==> config.mk <==
export PLATFORM = sky130hd
export DESIGN_NAME = pst_table_access
export DESIGN_NICKNAME = d
export VERILOG_FILES = /design/src/design/pst_pkg.sv /design/src/design/pst_table_access.sv
export VERILOG_INCLUDE_DIRS = /design/src /design/src/design
export SDC_FILE = /design/constraint.sdc
export NUM_CORES = 1
export LEC_CHECK = 0
export BUFFER_PORTS_ARGS = -buffer_cell sky130_fd_sc_hd__buf_2
export CAP_MARGIN = 10
export CORE_MARGIN = 10
export CORE_UTILIZATION = 40
export DETAILED_ROUTE_END_ITERATION = 8
export GPL_ROUTABILITY_DRIVEN = 1
export PLACE_DENSITY = 0.73
export SKIP_CTS_REPAIR_TIMING = 1
export SLEW_MARGIN = 20
export SYNTH_ARGS = -nofsm -noshare
export SYNTH_HDL_FRONTEND = slang
export SYNTH_SLANG_ARGS = --single-unit
export TNS_END_PERCENT = 1
==> constraint.sdc <==
create_clock -name core_clk -period 1.8 [get_ports core_clk]
set_input_delay 0.09 -clock core_clk [delete_from_list [all_inputs] [get_ports core_clk]]
set_output_delay 0.09 -clock core_clk [all_outputs]
set_load 0.05 [all_outputs]
==> src/design/pst_defs.svh <==
// address, field and reset constants of the program space table access block
`ifndef PST_DEFS_SVH
`define PST_DEFS_SVH

`define PST_ADDR_W 24
`define PST_PC_W 23
`define PST_PAGE_W 8
`define PST_DATA_W 16
`define PST_PC_RESET 23'h00_0000
`define PST_PC_STEP 23'h00_0002
`define PST_VEC_END 24'h00_0200
`define PST_USER_TOP 24'h7F_FFFF
`define PST_PAGE_RESET 8'h00
`define PST_PAGE_CFG_BIT 7
`define PST_BE_NONE 3'h0
`define PST_BE_LOW_LANE 3'h1
`define PST_BE_MID_LANE 3'h2
`define PST_BE_LOW_WORD 3'h3
`define PST_BE_HIGH_LANE 3'h4
`define PST_ZERO_BYTE 8'h00
`define PST_ZERO_WORD 16'h0000
`define PST_ZERO_PROG 24'h00_0000

`endif

==> src/design/pst_pkg.sv <==
// types shared by the program space table access block
package pst_pkg;
    typedef enum logic [1:0] {
        PST_TABLE_READ_LOW,
        PST_TABLE_READ_HIGH,
        PST_TABLE_WRITE_LOW,
        PST_TABLE_WRITE_HIGH
    } pst_op_e;

    typedef enum logic [1:0] {
        PST_IDLE,
        PST_RD_ISSUE,
        PST_RD_CAPT,
        PST_WR_ISSUE
    } pst_state_e;
endpackage

==> src/design/pst_table_access.sv <==
// program counter addressing and table access path to program memory
// Summary of operation
// RQ1: program addresses are 24 bits, built from the 23-bit counter or from table page plus offset.
// RQ2: fetches stay in the lower half of program space; only table reads may reach configuration space.
// RQ3: each program location is a low word at an even address and a high word at an odd one, top byte absent.
// RQ4: the program counter steps by two per program word so addresses stay on the low word.
// RQ5: addresses from 0x000000 up to but not including 0x000200 hold fixed execution vectors, the reset vector among them.
// RQ6: the user image puts a jump at 0x000000 and its target at 0x000002; execution starts at that vector.
// RQ7: a word low table read returns program bits 15 to 0.
// RQ8: a byte low table read returns the high byte of the low word when byte select is one, else the low byte.
// RQ9: a word high table read returns program bits 23 to 16 with the upper data byte zero.
// RQ10: a byte high table read returns the selected upper byte in data bits 7 to 0, zero for the absent byte.
// RQ11: only the high table operations touch program bits 23 to 16; low ones touch bits 15 to 0 only.
// RQ12: every table operation works as byte or word, low and high spaces sharing one address range.
// RQ13: the program page of every table operation comes from the table page register.
// RQ14: page bit 7 clear maps table accesses to user space, set maps them to configuration space.
// RQ15: table reads are allowed with page bit 7 set so identification data can be read.
// RQ16: byte select is the least significant bit of the effective data address.
`timescale 1ns/1ns
`include "pst_defs.svh"

module pst_table_access (
    input wire logic core_clk,
    input wire logic rst_n,
    input wire logic pc_load,
    input wire logic [`PST_PC_W-1:0] pc_load_addr,
    input wire logic pc_advance,
    output logic [`PST_ADDR_W-1:0] fetch_addr,
    output logic fetch_in_vectors,
    input wire logic page_wr,
    input wire logic [`PST_PAGE_W-1:0] page_wdata,
    output logic [`PST_PAGE_W-1:0] table_page_register,
    input wire logic tbl_req,
    input wire pst_pkg::pst_op_e tbl_op,
    input wire logic tbl_byte,
    input wire logic [`PST_DATA_W-1:0] tbl_ea,
    input wire logic [`PST_DATA_W-1:0] tbl_wdata,
    output logic tbl_ready,
    output logic [`PST_DATA_W-1:0] tbl_rdata,
    output logic tbl_rvalid,
    output logic tbl_wdone,
    output logic tbl_refused,
    output logic [`PST_ADDR_W-1:0] mem_addr,
    output logic mem_rd,
    output logic mem_wr,
    output logic [2:0] mem_be,
    output logic [`PST_ADDR_W-1:0] mem_wdata,
    input wire logic [`PST_ADDR_W-1:0] mem_rdata
);
    import pst_pkg::*;

    typedef struct packed {
        pst_state_e state;
        logic [`PST_PC_W-1:0] pc;
        logic [`PST_PAGE_W-1:0] page;
        logic [`PST_ADDR_W-1:0] addr;
        pst_op_e op;
        logic is_byte;
        logic bsel;
        logic rd;
        logic wr;
        logic [2:0] be;
        logic [`PST_ADDR_W-1:0] wdata;
        logic [`PST_DATA_W-1:0] rdata;
        logic rvalid;
        logic wdone;
        logic refused;
    } pst_state_s;

    pst_state_s st_q;
    pst_state_s st_d;
    logic take;
    logic is_write;
    logic [`PST_ADDR_W-1:0] req_addr;
    logic [`PST_DATA_W-1:0] rd_result;

    // a request is taken only while idle; the core must wait for ready
    assign tbl_ready = (st_q.state == PST_IDLE);
    assign take = tbl_req && tbl_ready;
    assign is_write = (tbl_op == PST_TABLE_WRITE_LOW) ||
                      (tbl_op == PST_TABLE_WRITE_HIGH);
    // page register supplies the top byte of every table address
    assign req_addr = {st_q.page, tbl_ea[`PST_DATA_W-1:1], 1'b0}; // [RQ1] [RQ13] [RQ3]

    // read data steering; upper data byte is always zero for high reads
    always_comb begin
        rd_result = `PST_ZERO_WORD;
        case (st_q.op)
            PST_TABLE_READ_LOW: begin
                if (!st_q.is_byte) begin
                    rd_result = mem_rdata[15:0]; // [RQ7] [RQ11]
                end else if (st_q.bsel) begin
                    rd_result = {`PST_ZERO_BYTE, mem_rdata[15:8]}; // [RQ8]
                end else begin
                    rd_result = {`PST_ZERO_BYTE, mem_rdata[7:0]}; // [RQ8]
                end
            end
            PST_TABLE_READ_HIGH: begin
                if (!st_q.is_byte || !st_q.bsel) begin
                    rd_result = {`PST_ZERO_BYTE, mem_rdata[23:16]}; // [RQ9] [RQ10]
                end else begin
                    rd_result = `PST_ZERO_WORD; // [RQ10] phantom byte
                end
            end
            default: begin
                rd_result = `PST_ZERO_WORD;
            end
        endcase
    end

    // next-state logic for counter, page and the table access sequence
    always_comb begin
        st_d = st_q;
        st_d.rvalid = 1'b0;
        st_d.wdone = 1'b0;
        st_d.refused = 1'b0;
        st_d.rd = 1'b0;
        st_d.wr = 1'b0;
        // jump wins over a plain step; bit 0 dropped to keep word alignment
        if (pc_load) begin
            st_d.pc = {pc_load_addr[`PST_PC_W-1:1], 1'b0}; // [RQ3]
        end else if (pc_advance) begin
            st_d.pc = st_q.pc + `PST_PC_STEP; // [RQ4]
        end
        if (page_wr) begin
            st_d.page = page_wdata; // [RQ13]
        end
        case (st_q.state)
            PST_IDLE: begin
                if (take) begin
                    st_d.addr = req_addr;
                    st_d.op = tbl_op;
                    st_d.is_byte = tbl_byte; // [RQ12]
                    st_d.bsel = tbl_ea[0]; // [RQ16]
                    // writes into configuration space are refused
                    if (is_write && st_q.page[`PST_PAGE_CFG_BIT]) begin
                        st_d.refused = 1'b1; // [RQ2] [RQ14]
                    end else if (is_write) begin
                        st_d.state = PST_WR_ISSUE;
                        st_d.wr = 1'b1;
                        st_d.be = `PST_BE_NONE;
                        st_d.wdata = `PST_ZERO_PROG;
                        if (tbl_op == PST_TABLE_WRITE_LOW) begin
                            st_d.wdata = {`PST_ZERO_BYTE, tbl_wdata}; // [RQ11]
                            if (!tbl_byte) begin
                                st_d.be = `PST_BE_LOW_WORD;
                            end else if (tbl_ea[0]) begin
                                st_d.be = `PST_BE_MID_LANE; // [RQ16]
                                st_d.wdata = {`PST_ZERO_BYTE,
                                              tbl_wdata[7:0], `PST_ZERO_BYTE};
                            end else begin
                                st_d.be = `PST_BE_LOW_LANE;
                            end
                        end else begin
                            // high write: only program bits 23..16 exist
                            st_d.wdata = {tbl_wdata[7:0], `PST_ZERO_WORD};
                            if (!tbl_byte || !tbl_ea[0]) begin
                                st_d.be = `PST_BE_HIGH_LANE; // [RQ11]
                            end
                        end
                    end else begin
                        // reads may reach configuration space for ids
                        st_d.state = PST_RD_ISSUE; // [RQ15] [RQ14]
                        st_d.rd = 1'b1;
                    end
                end
            end
            PST_RD_ISSUE: begin
                st_d.state = PST_RD_CAPT;
            end
            PST_RD_CAPT: begin
                st_d.rdata = rd_result;
                st_d.rvalid = 1'b1;
                st_d.state = PST_IDLE;
            end
            PST_WR_ISSUE: begin
                st_d.wdone = 1'b1;
                st_d.state = PST_IDLE;
            end
            default: begin
                st_d.state = PST_IDLE;
            end
        endcase
    end

    // single state register; reset starts execution at the reset vector
    always_ff @(posedge core_clk or negedge rst_n) begin
        if (!rst_n) begin
            st_q <= '0;
            st_q.state <= PST_IDLE;
            st_q.pc <= `PST_PC_RESET; // [RQ5] [RQ6]
            st_q.page <= `PST_PAGE_RESET;
        end else begin
            st_q <= st_d;
        end
    end

    // top address bit held low so fetches never leave user space
    assign fetch_addr = {1'b0, st_q.pc}; // [RQ1] [RQ2]
    assign fetch_in_vectors = (fetch_addr < `PST_VEC_END); // [RQ5]
    assign table_page_register = st_q.page;
    assign tbl_rdata = st_q.rdata;
    assign tbl_rvalid = st_q.rvalid;
    assign tbl_wdone = st_q.wdone;
    assign tbl_refused = st_q.refused;
    assign mem_addr = st_q.addr;
    assign mem_rd = st_q.rd;
    assign mem_wr = st_q.wr;
    assign mem_be = st_q.be;
    assign mem_wdata = st_q.wdata;

    chk_fetch_user_half: assert property ( // [RQ2]
        @(posedge core_clk) disable iff (!rst_n)
        fetch_addr <= `PST_USER_TOP)
        else $error("fetch address left user space");

    chk_pc_step_two: assert property ( // [RQ4]
        @(posedge core_clk) disable iff (!rst_n)
        (pc_advance && !pc_load) |=>
            fetch_addr[22:0] == $past(fetch_addr[22:0]) + `PST_PC_STEP)
        else $error("program counter did not step by two");

    chk_fetch_even: assert property ( // [RQ3]
        @(posedge core_clk) disable iff (!rst_n)
        fetch_addr[0] == 1'b0)
        else $error("fetch address not on the low word");

    chk_page_in_addr: assert property ( // [RQ13]
        @(posedge core_clk) disable iff (!rst_n)
        take |=> mem_addr[23:16] == $past(st_q.page))
        else $error("table address page not from page register");

    chk_read_latency: assert property ( // [RQ15]
        @(posedge core_clk) disable iff (!rst_n)
        (take && !is_write) |=> mem_rd ##1 !mem_rd ##1 tbl_rvalid)
        else $error("table read did not answer in two cycles");

    chk_cfg_write_block: assert property ( // [RQ14]
        @(posedge core_clk) disable iff (!rst_n)
        (take && is_write && st_q.page[`PST_PAGE_CFG_BIT]) |=>
            tbl_refused && !mem_wr)
        else $error("configuration space write not refused");

    chk_high_read_zero: assert property ( // [RQ9]
        @(posedge core_clk) disable iff (!rst_n)
        (st_q.state == PST_RD_CAPT && st_q.op == PST_TABLE_READ_HIGH) |=>
            tbl_rdata[15:8] == `PST_ZERO_BYTE)
        else $error("high read upper data byte not zero");

    chk_low_word_read: assert property ( // [RQ7]
        @(posedge core_clk) disable iff (!rst_n)
        (st_q.state == PST_RD_CAPT && st_q.op == PST_TABLE_READ_LOW &&
         !st_q.is_byte) |=> tbl_rdata == $past(mem_rdata[15:0]))
        else $error("low word read data wrong");

    chk_low_write_lanes: assert property ( // [RQ11]
        @(posedge core_clk) disable iff (!rst_n)
        (mem_wr && st_q.op == PST_TABLE_WRITE_LOW) |-> !mem_be[2])
        else $error("low table write touched upper byte");

    chk_byte_select: assert property ( // [RQ16]
        @(posedge core_clk) disable iff (!rst_n)
        take |=> st_q.bsel == $past(tbl_ea[0]))
        else $error("byte select not from address bit 0");
endmodule

==> flow_summary.toml, run 1 <==
[layout]
nNetsFinal = 826
fillerInstances = 1140
layout-drive-gt1-share_pct = 35.83
syn_to_final_growth_pct = 28.30
final_cell_area_mm2 = 0.006978
most_used_cells_in_the_layout_excluding_fill_and_tap_cells = "buf_2 (195), nand2_1 (139), dfrtp_1 (106)"
layout_commonest_cell = "buf_2"

[global_route]
grt_residual_overflow = 0
globalRouteTotalUtil_pct = 15.15
grt_pass1_vias = 4265
grt_antenna_before_repair = 0
largest_net_degree_at_the_start_of_global_routing = 38
wire_length_of_the_first_global_routing_pass_um = 22540

[placement]
post-place-ws_ns = 0.04950
dpl_cell_area_mm2 = 0.006056
port-buffer-count = 197
hpwl_um = 10910
routabilityCongestion = 0.8531

[cts]
cts.sinks = 107
clock_latency_ns = 0.35
tritoncts.num_buffers = 9
clk_transition_reported_paths_ns = 0.07
clock_tree.root_cell = "clkbuf_16"
htreeDepth = 3
clock_tree_from_tritoncts = "done"
ctsLongestPathBuffers = 2

[critical_path]
critical_path.slowest_cell = "or4_4"
worst_path_dominant_cell_family = "simple AND/OR/NAND/NOR gates"
r2r.worst_path.cells = 5
slowest_delay_ns = 0.53
number_of_cells_on_the_critical_path = 3
crit-reg2reg-capture = "fetch_addr[19]"
worstPathBufferInverterCount = 1
worstSetupStartpoint = "fetch_addr[20]"
critical_path_rt_ns = 1.71
setup.worst_path.start_class = "flop"
arrival_ns = 1.74
type_of_destination_of_the_critical_path = "primary output"
startpoint_of_the_most_critical_register_to_register_path = "fetch_addr[1]"
crit_type = "reg2out"
timing.critical_path.to = "fetch_in_vectors"
critical_path.cell_chain = "or4_4, nor4_4, buf_6"
regToRegSetupSlack_ns = 0.16
path_max_fanout = 5

[min_path]
min-delay-path-class = "in2reg"
whs_path_depth = 2

[sta]
period_minus_slack_ns = 1.830
fin_setup_tns_ns = -0.02985
maximum_achievable_frequency_ghz = 0.5465
clock_skew_ns = 0.008142
worst_slew_margin_relative_to_its_limit_pct = 58.61
worst_slack_ns = -0.02985
finalHoldViolations = 1
grt_setup_unrepaired = "yes"
tightestPinTransition_ns = 0.6195
post-route-period-util_pct = 101.7
holdWs_ns = -0.005764
setup_violating_endpoint_count_in_the_final_report = 1
slew_viol_final = 0

[drt]
detailroute.via_count = 4421
drc_viols = 0
drt_first_iter_violations = 184
drt_first_pass_iters = 5
antenna_violating_nets_post_route = 0
wire_per_inst_um = 16.82
route.detailed.vias_per_inst = 4.853
drt-total-wl_um = 15330

[yosys]
cell_area_after_technology_mapping_mm2 = 0.005439
ys_seq_elements = 107
number_of_warning_messages_in_the_yosys_log = 0
syn-mean-instance-area_um2 = 9.730
syn_inst = 559
sequential_to_total_area_share_from_yosys_stat_pct = 49.23
ys_types = 43

[power_and_ir_drop]
pwr-share-comb_pct = 40.5
cellLeakagePower_nw = 3.648
powerDensity_mw_per_mm2 = 1313
power_frac_clock_pct = 24.0
sw_frac_of_total_pct = 43.66
power.ir.vdd_worst_mv = 0.8048
power.internal_mw = 5.163
seqPwrFrac_pct = 35.6
power.switching_mw = 4.001
total_power_consumption_mw = 9.165

[floorplanning]
top_level_ports = 202
core_region_area_mm2 = 0.01330
horiz_die_dim_um = 136.6
fp.dieArea_mm2 = 0.01866
floorplan.die.height_um = 136.6
initial_cell_density_of_the_core_pct = 40.91
num_rows = 42

[status]
failed_checks = "negative hold slack, negative setup slack"
run_status = "finished with violations"

[run]
drv.max_cap_violation_count = 0
==> stage by stage <==
stage | utilization [%] | hold slack, ns | cells
floorplan | - | -0.2056 | 561
global placement | 45.55 | 0.09460 | 839
detailed placement | 45.55 | 0.09911 | 839
CTS | 48.05 | -0.2805 | 855
global route | 52.47 | 0.0007616 | 910
finish | 52.48 | -0.005764 | 911
==> logic make-up (layout without fill, tap and decap cells) <==
kind of cell / count (synthesis) / in the layout / synth area share (%)
adder cells (fa/ha/maj): 1 / 1 / 0.2300
other: 1 / 4 / 0.06895
flip-flops: 107 / 107 / 49.23
AO/OA/AOI/OAI: 82 / 82 / 10.26
multiplexers: 27 / 27 / 5.153
buffers and inverters: 129 / 302 / 15.90
AND/OR/NAND/NOR: 198 / 198 / 16.91
XOR/XNOR: 14 / 14 / 2.254
==> layer usage <==
metal | wire length (um) | GRT usage, % | vias to the layer above
met3 | 1333 | 6.232 | 14
met4 | 211 | 4.201 | 0
li1 | - | - | 2125
met1 | 6163 | 17.69 | 2123
met5 | 0 | 0 | -
met2 | 7616 | 25.07 | 159
==> cell type report <==
type | count | area (um2) | area share [%]
Multi-Input combinational cell | 325 | 1948 | 27.92
Clock inverter | 6 | 93.84 | 1.345
Sequential cell | 107 | 2679 | 38.39
Inverter | 8 | 30.03 | 0.4303
Tap cell | 176 | 220.2 | 3.156
Clock buffer | 10 | 239.0 | 3.425
Timing Repair Buffer | 278 | 1765 | 25.30
Antenna cell | 1 | 2.502 | 0.03586
==> power groups by stage <==
stage / Clock (mW) / Sequential [mW] / Combinational [mW]
finish: 2.20 / 3.26 / 3.71
global route: 2.36 / 3.33 / 3.93
floorplan: 0 / 3.27 / 3.31
detailed placement: 0 / 3.28 / 3.65
CTS: 2.27 / 3.25 / 3.65
global placement: 0 / 3.26 / 3.62
==> synth_stat cells, drive strengths merged <==
| cell | count | share of area (%) |
|---|---|---|
| nor3 | 3 | 0.28 |
| nor4 | 11 | 1.9 |
| ha | 1 | 0.23 |
| or4 | 1 | 0.14 |
| o21ai | 35 | 3.2 |
| nor2b | 3 | 0.35 |
| a21bo | 1 | 0.18 |
| mux2i | 19 | 3.5 |
| clkinv | 1 | 0.069 |
| dfrtp | 107 | 49 |
| nor2 | 13 | 0.90 |
| o31a | 1 | 0.16 |
| conb | 1 | 0.069 |
| nand3 | 11 | 1.1 |
| and3 | 1 | 0.12 |
| a31oi | 5 | 0.58 |
| a22o | 24 | 3.9 |
| mux2 | 8 | 1.7 |
| nand2b | 3 | 0.35 |
| xnor2 | 10 | 1.6 |
| nand2 | 139 | 9.6 |
| nand3b | 2 | 0.28 |
| nor3b | 2 | 0.69 |
| a31o | 2 | 0.32 |
| inv | 7 | 0.48 |
| xor2 | 4 | 0.64 |
| and2 | 1 | 0.12 |
| a21o | 1 | 0.14 |
| buf | 101 | 14 |
| clkbuf | 20 | 1.4 |
| a41o | 1 | 0.18 |
| and3b | 1 | 0.16 |
| a21oi | 1 | 0.092 |
| nand4 | 7 | 0.92 |
| a21boi | 2 | 0.28 |
| o31ai | 9 | 1.2 |
==> worst min path at each step <==
stage / start / end
6_report: mem_rdata[13] / tbl_rdata[13]
5_1_grt: tbl_wdata[6] / mem_wdata[6]
4_1_cts: rst_n / fetch_addr[1]
3_5_place_dp: rst_n / fetch_addr[1]
3_3_place_gp: rst_n / fetch_addr[1]
2_1_floorplan: rst_n / fetch_addr[10]
==> state kept, by name, indices dropped and copies added (netlist names) <==
| signal | cells |
|---|---|
| mem_wdata | 24 |
| tbl_rvalid | 1 |
| mem_addr | 23 |
| mem_wr | 1 |
| mem_be | 3 |
| tbl_wdone | 1 |
| mem_rd | 1 |
| tbl_refused | 1 |
| table_page_register | 8 |
| fetch_addr | 22 |
| tbl_rdata | 16 |
| st_q | 6 |
Note: power is estimated with default switching activity, not from simulation.
==> run 2: changes to the inputs <==
--- a/config.mk
+++ b/config.mk
@@ -6,13 +6,14 @@
 export SDC_FILE = /design/constraint.sdc
 export NUM_CORES = 1
 export LEC_CHECK = 0
+export ABC_AREA = 1
 export BUFFER_PORTS_ARGS = -buffer_cell sky130_fd_sc_hd__buf_2
 export CAP_MARGIN = 10
 export CORE_MARGIN = 10
 export CORE_UTILIZATION = 40
 export DETAILED_ROUTE_END_ITERATION = 8
 export GPL_ROUTABILITY_DRIVEN = 1
-export PLACE_DENSITY = 0.73
+export PLACE_DENSITY = 0.72
 export SKIP_CTS_REPAIR_TIMING = 1
 export SLEW_MARGIN = 20
 export SYNTH_ARGS = -nofsm -noshare
==> constraint.sdc (replaced) <==
create_clock -name core_clk -period 1.8 [get_ports core_clk]
set_input_delay 0.36 -clock core_clk [delete_from_list [all_inputs] [get_ports core_clk]]
set_output_delay 0.36 -clock core_clk [all_outputs]
set_load 0.05 [all_outputs]
==> flow_summary.toml, run 2 <==
[global_route]
grt_pass1_vias = 4940
grt_antenna_before_repair = 0
globalRouteTotalUtil_pct = 15.72
wire_length_of_the_first_global_routing_pass_um = 25630
grt_residual_overflow = 0
largest_net_degree_at_the_start_of_global_routing = 49

[yosys]
syn-mean-instance-area_um2 = 8.159
synth_top_area_cell = "dfrtp_1"
ys_seq_elements = 107
yosys-top-cells-count = "nand2_1 (177), dfrtp_1 (107), buf_4 (99), o21ai_0 (74), inv_1 (50)"
syn_inst = 705
synthTopCellsByArea = "dfrtp_1 (47%), buf_4 (13%), nand2_1 (12%)"
ys_types = 33
ys_async_sr_fraction_pct = 100.0
synth_enable_flop_cells = 0
synth_flop_cell = "dfrtp_1"
number_of_warning_messages_in_the_yosys_log = 0
post-synth-top-count-cell = "nand2_1"
sequential_to_total_area_share_from_yosys_stat_pct = 46.55
cell_area_after_technology_mapping_mm2 = 0.005752
yosysTopAreaCellShare_pct = 46.55

[critical_path]
path_max_fanout = 6
type_of_destination_of_the_critical_path = "primary output"
worstSetupStartpoint = "fetch_addr[19]"
crit_type = "reg2out"
r2r.worst_path.cells = 8
arrival_ns = 1.50
crit-reg2reg-capture = "fetch_addr[17]"
regToRegSetupSlack_ns = 0.20
startpoint_of_the_most_critical_register_to_register_path = "fetch_addr[2]"
critical_path_rt_ns = 1.44
setup.worst_path.start_class = "flop"

[run]
drv.max_cap_violation_count = 0

[drt]
drt-total-wl_um = 15560
drt_first_iter_violations = 221
drt_first_pass_iters = 4
route.detailed.vias_per_inst = 4.787
antenna_violating_nets_post_route = 0
wire_per_inst_um = 15.48
drc_viols = 0
detailroute.via_count = 4811

[sta]
worst_slack_ns = -0.05753
fin_setup_tns_ns = -0.05753
finalHoldViolations = 0
period_minus_slack_ns = 1.858
clock_skew_ns = 0.005606
slew_viol_final = 0
grt_setup_unrepaired = "yes"
maximum_achievable_frequency_ghz = 0.5384
post-route-period-util_pct = 103.2
setup_violating_endpoint_count_in_the_final_report = 1

[layout]
layout-drive-gt1-share_pct = 30.91
most_used_cells_in_the_layout_excluding_fill_and_tap_cells = "buf_2 (195), nand2_1 (177), dfrtp_1 (105)"
layout_commonest_cell = "buf_2"
insertedDiodeCount = 0
syn_to_final_growth_pct = 16.08
nNetsFinal = 918
fin_cells = 1005
largest_reg_flops = 24
finalCoreUtilization_pct = 47.73

[min_path]
whs_path_depth = 3
min-delay-path-class = "in2reg"
worstHoldEndpoint = "mem_addr[13]"
worstHoldStart = "tbl_ea[13]"

[power_and_ir_drop]
power.internal_mw = 4.863
powerDensity_mw_per_mm2 = 1373
total_power_consumption_mw = 9.164
seqPwrFrac_pct = 36.0
pwr-share-comb_pct = 42.9
sw_frac_of_total_pct = 46.94
power_frac_clock_pct = 21.1
power.switching_mw = 4.301
cellLeakagePower_nw = 3.532
power.ir.vdd_worst_mv = 0.7614

[status]
run_status = "finished with violations"
failed_checks = "negative setup slack"

[floorplanning]
num_rows = 43
core_region_area_mm2 = 0.01399
initial_cell_density_of_the_core_pct = 41.12
horiz_die_dim_um = 139.9
fp.dieArea_mm2 = 0.01958
floorplan.die.height_um = 139.9
top_level_ports = 202

[placement]
hpwl_um = 11960
port-buffer-count = 197
routabilityCongestion = 0.8724
placed_cells = 989

[cts]
tritoncts.num_buffers = 9
cts.sinks = 107
clock_tree_from_tritoncts = "done"
clock_latency_ns = 0.35
ctsLongestPathBuffers = 2
clock_tree.root_cell = "clkbuf_16"
clk_transition_reported_paths_ns = 0.08
htreeDepth = 3
[run 2: final cells by class]
class / count / area, um2
multi-input cells: 428 / 2059
clock buffers: 10 / 239.0
inverters: 52 / 197.7
fillers: 1427 / 7312
clock inverters: 5 / 45.04
repair buffers: 223 / 1230
well taps: 180 / 225.2
flip-flops and latches: 107 / 2680
[run 2: per-layer routing]
metal / track usage (%) / vias up / wire (um)
met5: 0 / - / 0
met4: 4.293 / 0 / 207
met3: 6.153 / 20 / 1338
met2: 24.92 / 162 / 7312
met1: 19.47 / 2230 / 6697
li1: - / 2399 / -
[run 2: worst max-delay path by stage]
stage | slack [ns] | end | cells after the start
final | -0.06 | fetch_in_vectors | 4
after global routing | -0.11 | fetch_in_vectors | 4
after CTS | -0.21 | fetch_in_vectors | 3
after detailed placement | 0.18 | fetch_in_vectors | 3
after global placement | 0.19 | fetch_in_vectors | 4
after floorplan | 0.04 | fetch_in_vectors | 2
[run 2: cells by family (layout without fill, tap and decap cells)]
family                     Yosys count  count (layout)  share of synthesized area (%)
adders and majority gates            1               1                         0.2175
other                                1               3                        0.06520
xor gates and xnor gates             7               7                          1.066
buffers and inverters              172             290                          18.12
DFF                                107             107                          46.55
and+or+nand+nor                    286             286                          21.21
AOI/OAI and AO/OA                  131             131                          12.77
[run 2: worst max-delay path: stages, from the launching register on]
cell and delay [ns]:
dfrtp_2 0.45, inv_2 0.07, nand4_1 0.14, nor4_4 0.30, buf_6 0.19
[run 2: per-stage QoR]
stage               area (um2)  worst slack, ns  hold slack [ns]
floorplan                 5774          0.03718          0.06441
global placement          6369           0.1946           0.2419
detailed placement        6369           0.1779           0.2413
CTS                       6653          -0.2076          -0.1412
global route              6676          -0.1130           0.1949
finish                    6676         -0.05753           0.1939
[run 2: power groups by stage]
stage	Sequential, mW	Combinational, mW	Clock (mW)
detailed placement	3.33	3.99	0
floorplan	3.31	3.62	0
CTS	3.30	3.99	1.99
global placement	3.32	3.95	0
global route	3.39	4.23	2.10
finish	3.30	3.93	1.93
==> run 3: changes to the inputs <==
--- a/config.mk
+++ b/config.mk
@@ -10,10 +10,10 @@
 export BUFFER_PORTS_ARGS = -buffer_cell sky130_fd_sc_hd__buf_2
 export CAP_MARGIN = 10
 export CORE_MARGIN = 10
-export CORE_UTILIZATION = 40
+export CORE_UTILIZATION = 50
 export DETAILED_ROUTE_END_ITERATION = 8
 export GPL_ROUTABILITY_DRIVEN = 1
-export PLACE_DENSITY = 0.72
+export PLACE_DENSITY = 0.86
 export SKIP_CTS_REPAIR_TIMING = 1
 export SLEW_MARGIN = 20
 export SYNTH_ARGS = -nofsm -noshare
==> flow_summary.toml, run 3 (synthesis gave the netlist of run 2 again) <==
[cts]
clock_tree_from_tritoncts = "done"
clk_transition_reported_paths_ns = 0.07
cts.sinks = 107
ctsLongestPathBuffers = 2
clock_latency_ns = 0.34
tritoncts.num_buffers = 9
htreeDepth = 3
clock_tree.root_cell = "clkbuf_16"

[floorplanning]
core_region_area_mm2 = 0.01132
horiz_die_dim_um = 127.3
top_level_ports = 202
num_rows = 39
fp.dieArea_mm2 = 0.01619
floorplan.die.height_um = 127.3
initial_cell_density_of_the_core_pct = 50.81

[drt]
detailroute.via_count = 4860
route.top_layer_used = "met4"
dr_wl_met3_um = 1146
antenna_violating_nets_post_route = 0
drt_first_iter_violations = 341
drt-total-wl_um = 15140
met1_layer_wirelength_in_the_final_routing_um = 6426
drt_first_pass_iters = 5
route.detailed.vias_per_inst = 4.985
drc_viols = 0
met2_wirelength_um = 7390
wire_per_inst_um = 15.53

[critical_path]
setup.worst_path.start_class = "flop"
critical_path_rt_ns = 1.44
critical_path.slowest_cell = "dfrtp_1"
startpoint_of_the_most_critical_register_to_register_path = "fetch_addr[2]"
crit_type = "reg2out"
type_of_destination_of_the_critical_path = "primary output"
crit-reg2reg-capture = "fetch_addr[21]"
r2r.worst_path.cells = 8
critical_path.cell_chain = "inv_1, nand4_1, nor4_4, buf_6"
path_max_fanout = 5
regToRegSetupSlack_ns = 0.20
arrival_ns = 1.53
slowest_delay_ns = 0.42

[sta]
slew_viol_final = 0
grt_setup_unrepaired = "yes"
maximum_achievable_frequency_ghz = 0.5277
clock_skew_ns = 0.006114
worst_slack_ns = -0.09496
period_minus_slack_ns = 1.895
setup_violating_endpoint_count_in_the_final_report = 1
finalHoldViolations = 0
post-route-period-util_pct = 105.3
fin_setup_tns_ns = -0.09496

[layout]
regArea_mm2 = 0.002684
area_of_the_multi_input_gates_mm2 = 0.002057
most_used_cells_in_the_layout_excluding_fill_and_tap_cells = "buf_2 (195), nand2_1 (177), dfrtp_1 (102)"
insertedDiodeCount = 0
layout_commonest_cell = "buf_2"
nNetsFinal = 925
syn_to_final_growth_pct = 16.18
largest_reg_flops = 24
layout-drive-gt1-share_pct = 32.09
fillerInstances = 1020

[power_and_ir_drop]
powerDensity_mw_per_mm2 = 1371
cellLeakagePower_nw = 3.566
power.ir.vdd_worst_mv = 0.7150

[placement]
post-place-ws_ns = 0.2046
hpwl_um = 11710
routabilityCongestion = 0.8504
port-buffer-count = 197

[global_route]
largest_net_degree_at_the_start_of_global_routing = 40
grt_pass1_vias = 4944
grt_residual_overflow = 0
grt_antenna_before_repair = 0
globalRouteTotalUtil_pct = 18.19
wire_length_of_the_first_global_routing_pass_um = 24620

[run]
drv.max_cap_violation_count = 0

[status]
failed_checks = "negative setup slack"
run_status = "finished with violations"

[min_path]
worstHoldEndpoint = "mem_addr[14]"
min-delay-path-class = "in2reg"
worstHoldStart = "tbl_ea[14]"
whs_path_depth = 3
==> run 3: stage by stage <==
stage	power (mW)	hold WS (ns)	instances	util [%]	cell area [um2]
floorplan	6.931	0.06441	707	-	5774
CTS	9.220	-0.03437	967	58.34	6605
detailed placement	7.311	0.3379	952	55.85	6322
global placement	7.234	0.3335	952	55.85	6322
finish	9.160	0.2073	975	59.03	6683
global route	9.654	0.2004	975	59.03	6683
==> run 3: metal layers <==
| metal | vias to the layer above | track usage (%) |
|---|---|---|
| met5 | - | 0 |
| met4 | 0 | 5.626 |
| met2 | 168 | 30.01 |
| met3 | 14 | 6.162 |
| li1 | 2425 | - |
| met1 | 2253 | 21.98 |
==> run 3: report_power, final <==
part | leakage (nW) | internal, mW | switching, mW | total [mW]
Clock | 0.140 | 0.990 | 0.905 | 1.89
Combinational | 2.09 | 0.918 | 3.03 | 3.95
Sequential | 1.34 | 2.97 | 0.347 | 3.31
==> run 3: worst max path at each step <==
stage	to	from	slack, ns	cells after the start
2_1_floorplan	fetch_in_vectors	fetch_addr[9]	0.04	2
3_3_place_gp	fetch_in_vectors	fetch_addr[9]	0.20	3
3_5_place_dp	mem_wdata[10]	st_q[107]	0.20	8
4_1_cts	fetch_in_vectors	fetch_addr[9]	-0.17	3
5_1_grt	fetch_in_vectors	fetch_addr[11]	-0.18	4
6_report	fetch_in_vectors	fetch_addr[21]	-0.09	4
==> run 3: critical path: cells and delay by family, from the launching register on <==
| family | cells | cell delay (ns) |
|---|---|---|
| buffers and inverters | 2 | 0.29 |
| AND/OR/NAND/NOR | 2 | 0.48 |
| flip-flops | 1 | 0.42 |
==> run 3: cell type report <==
class | count | area share, %
sequential | 107 | 40.16
multi-input combinational | 428 | 30.78
timing repair buffer | 230 | 19.19
clock buffer | 10 | 3.576
inverter | 52 | 2.958
tap | 143 | 2.677
clock inverter | 5 | 0.6553
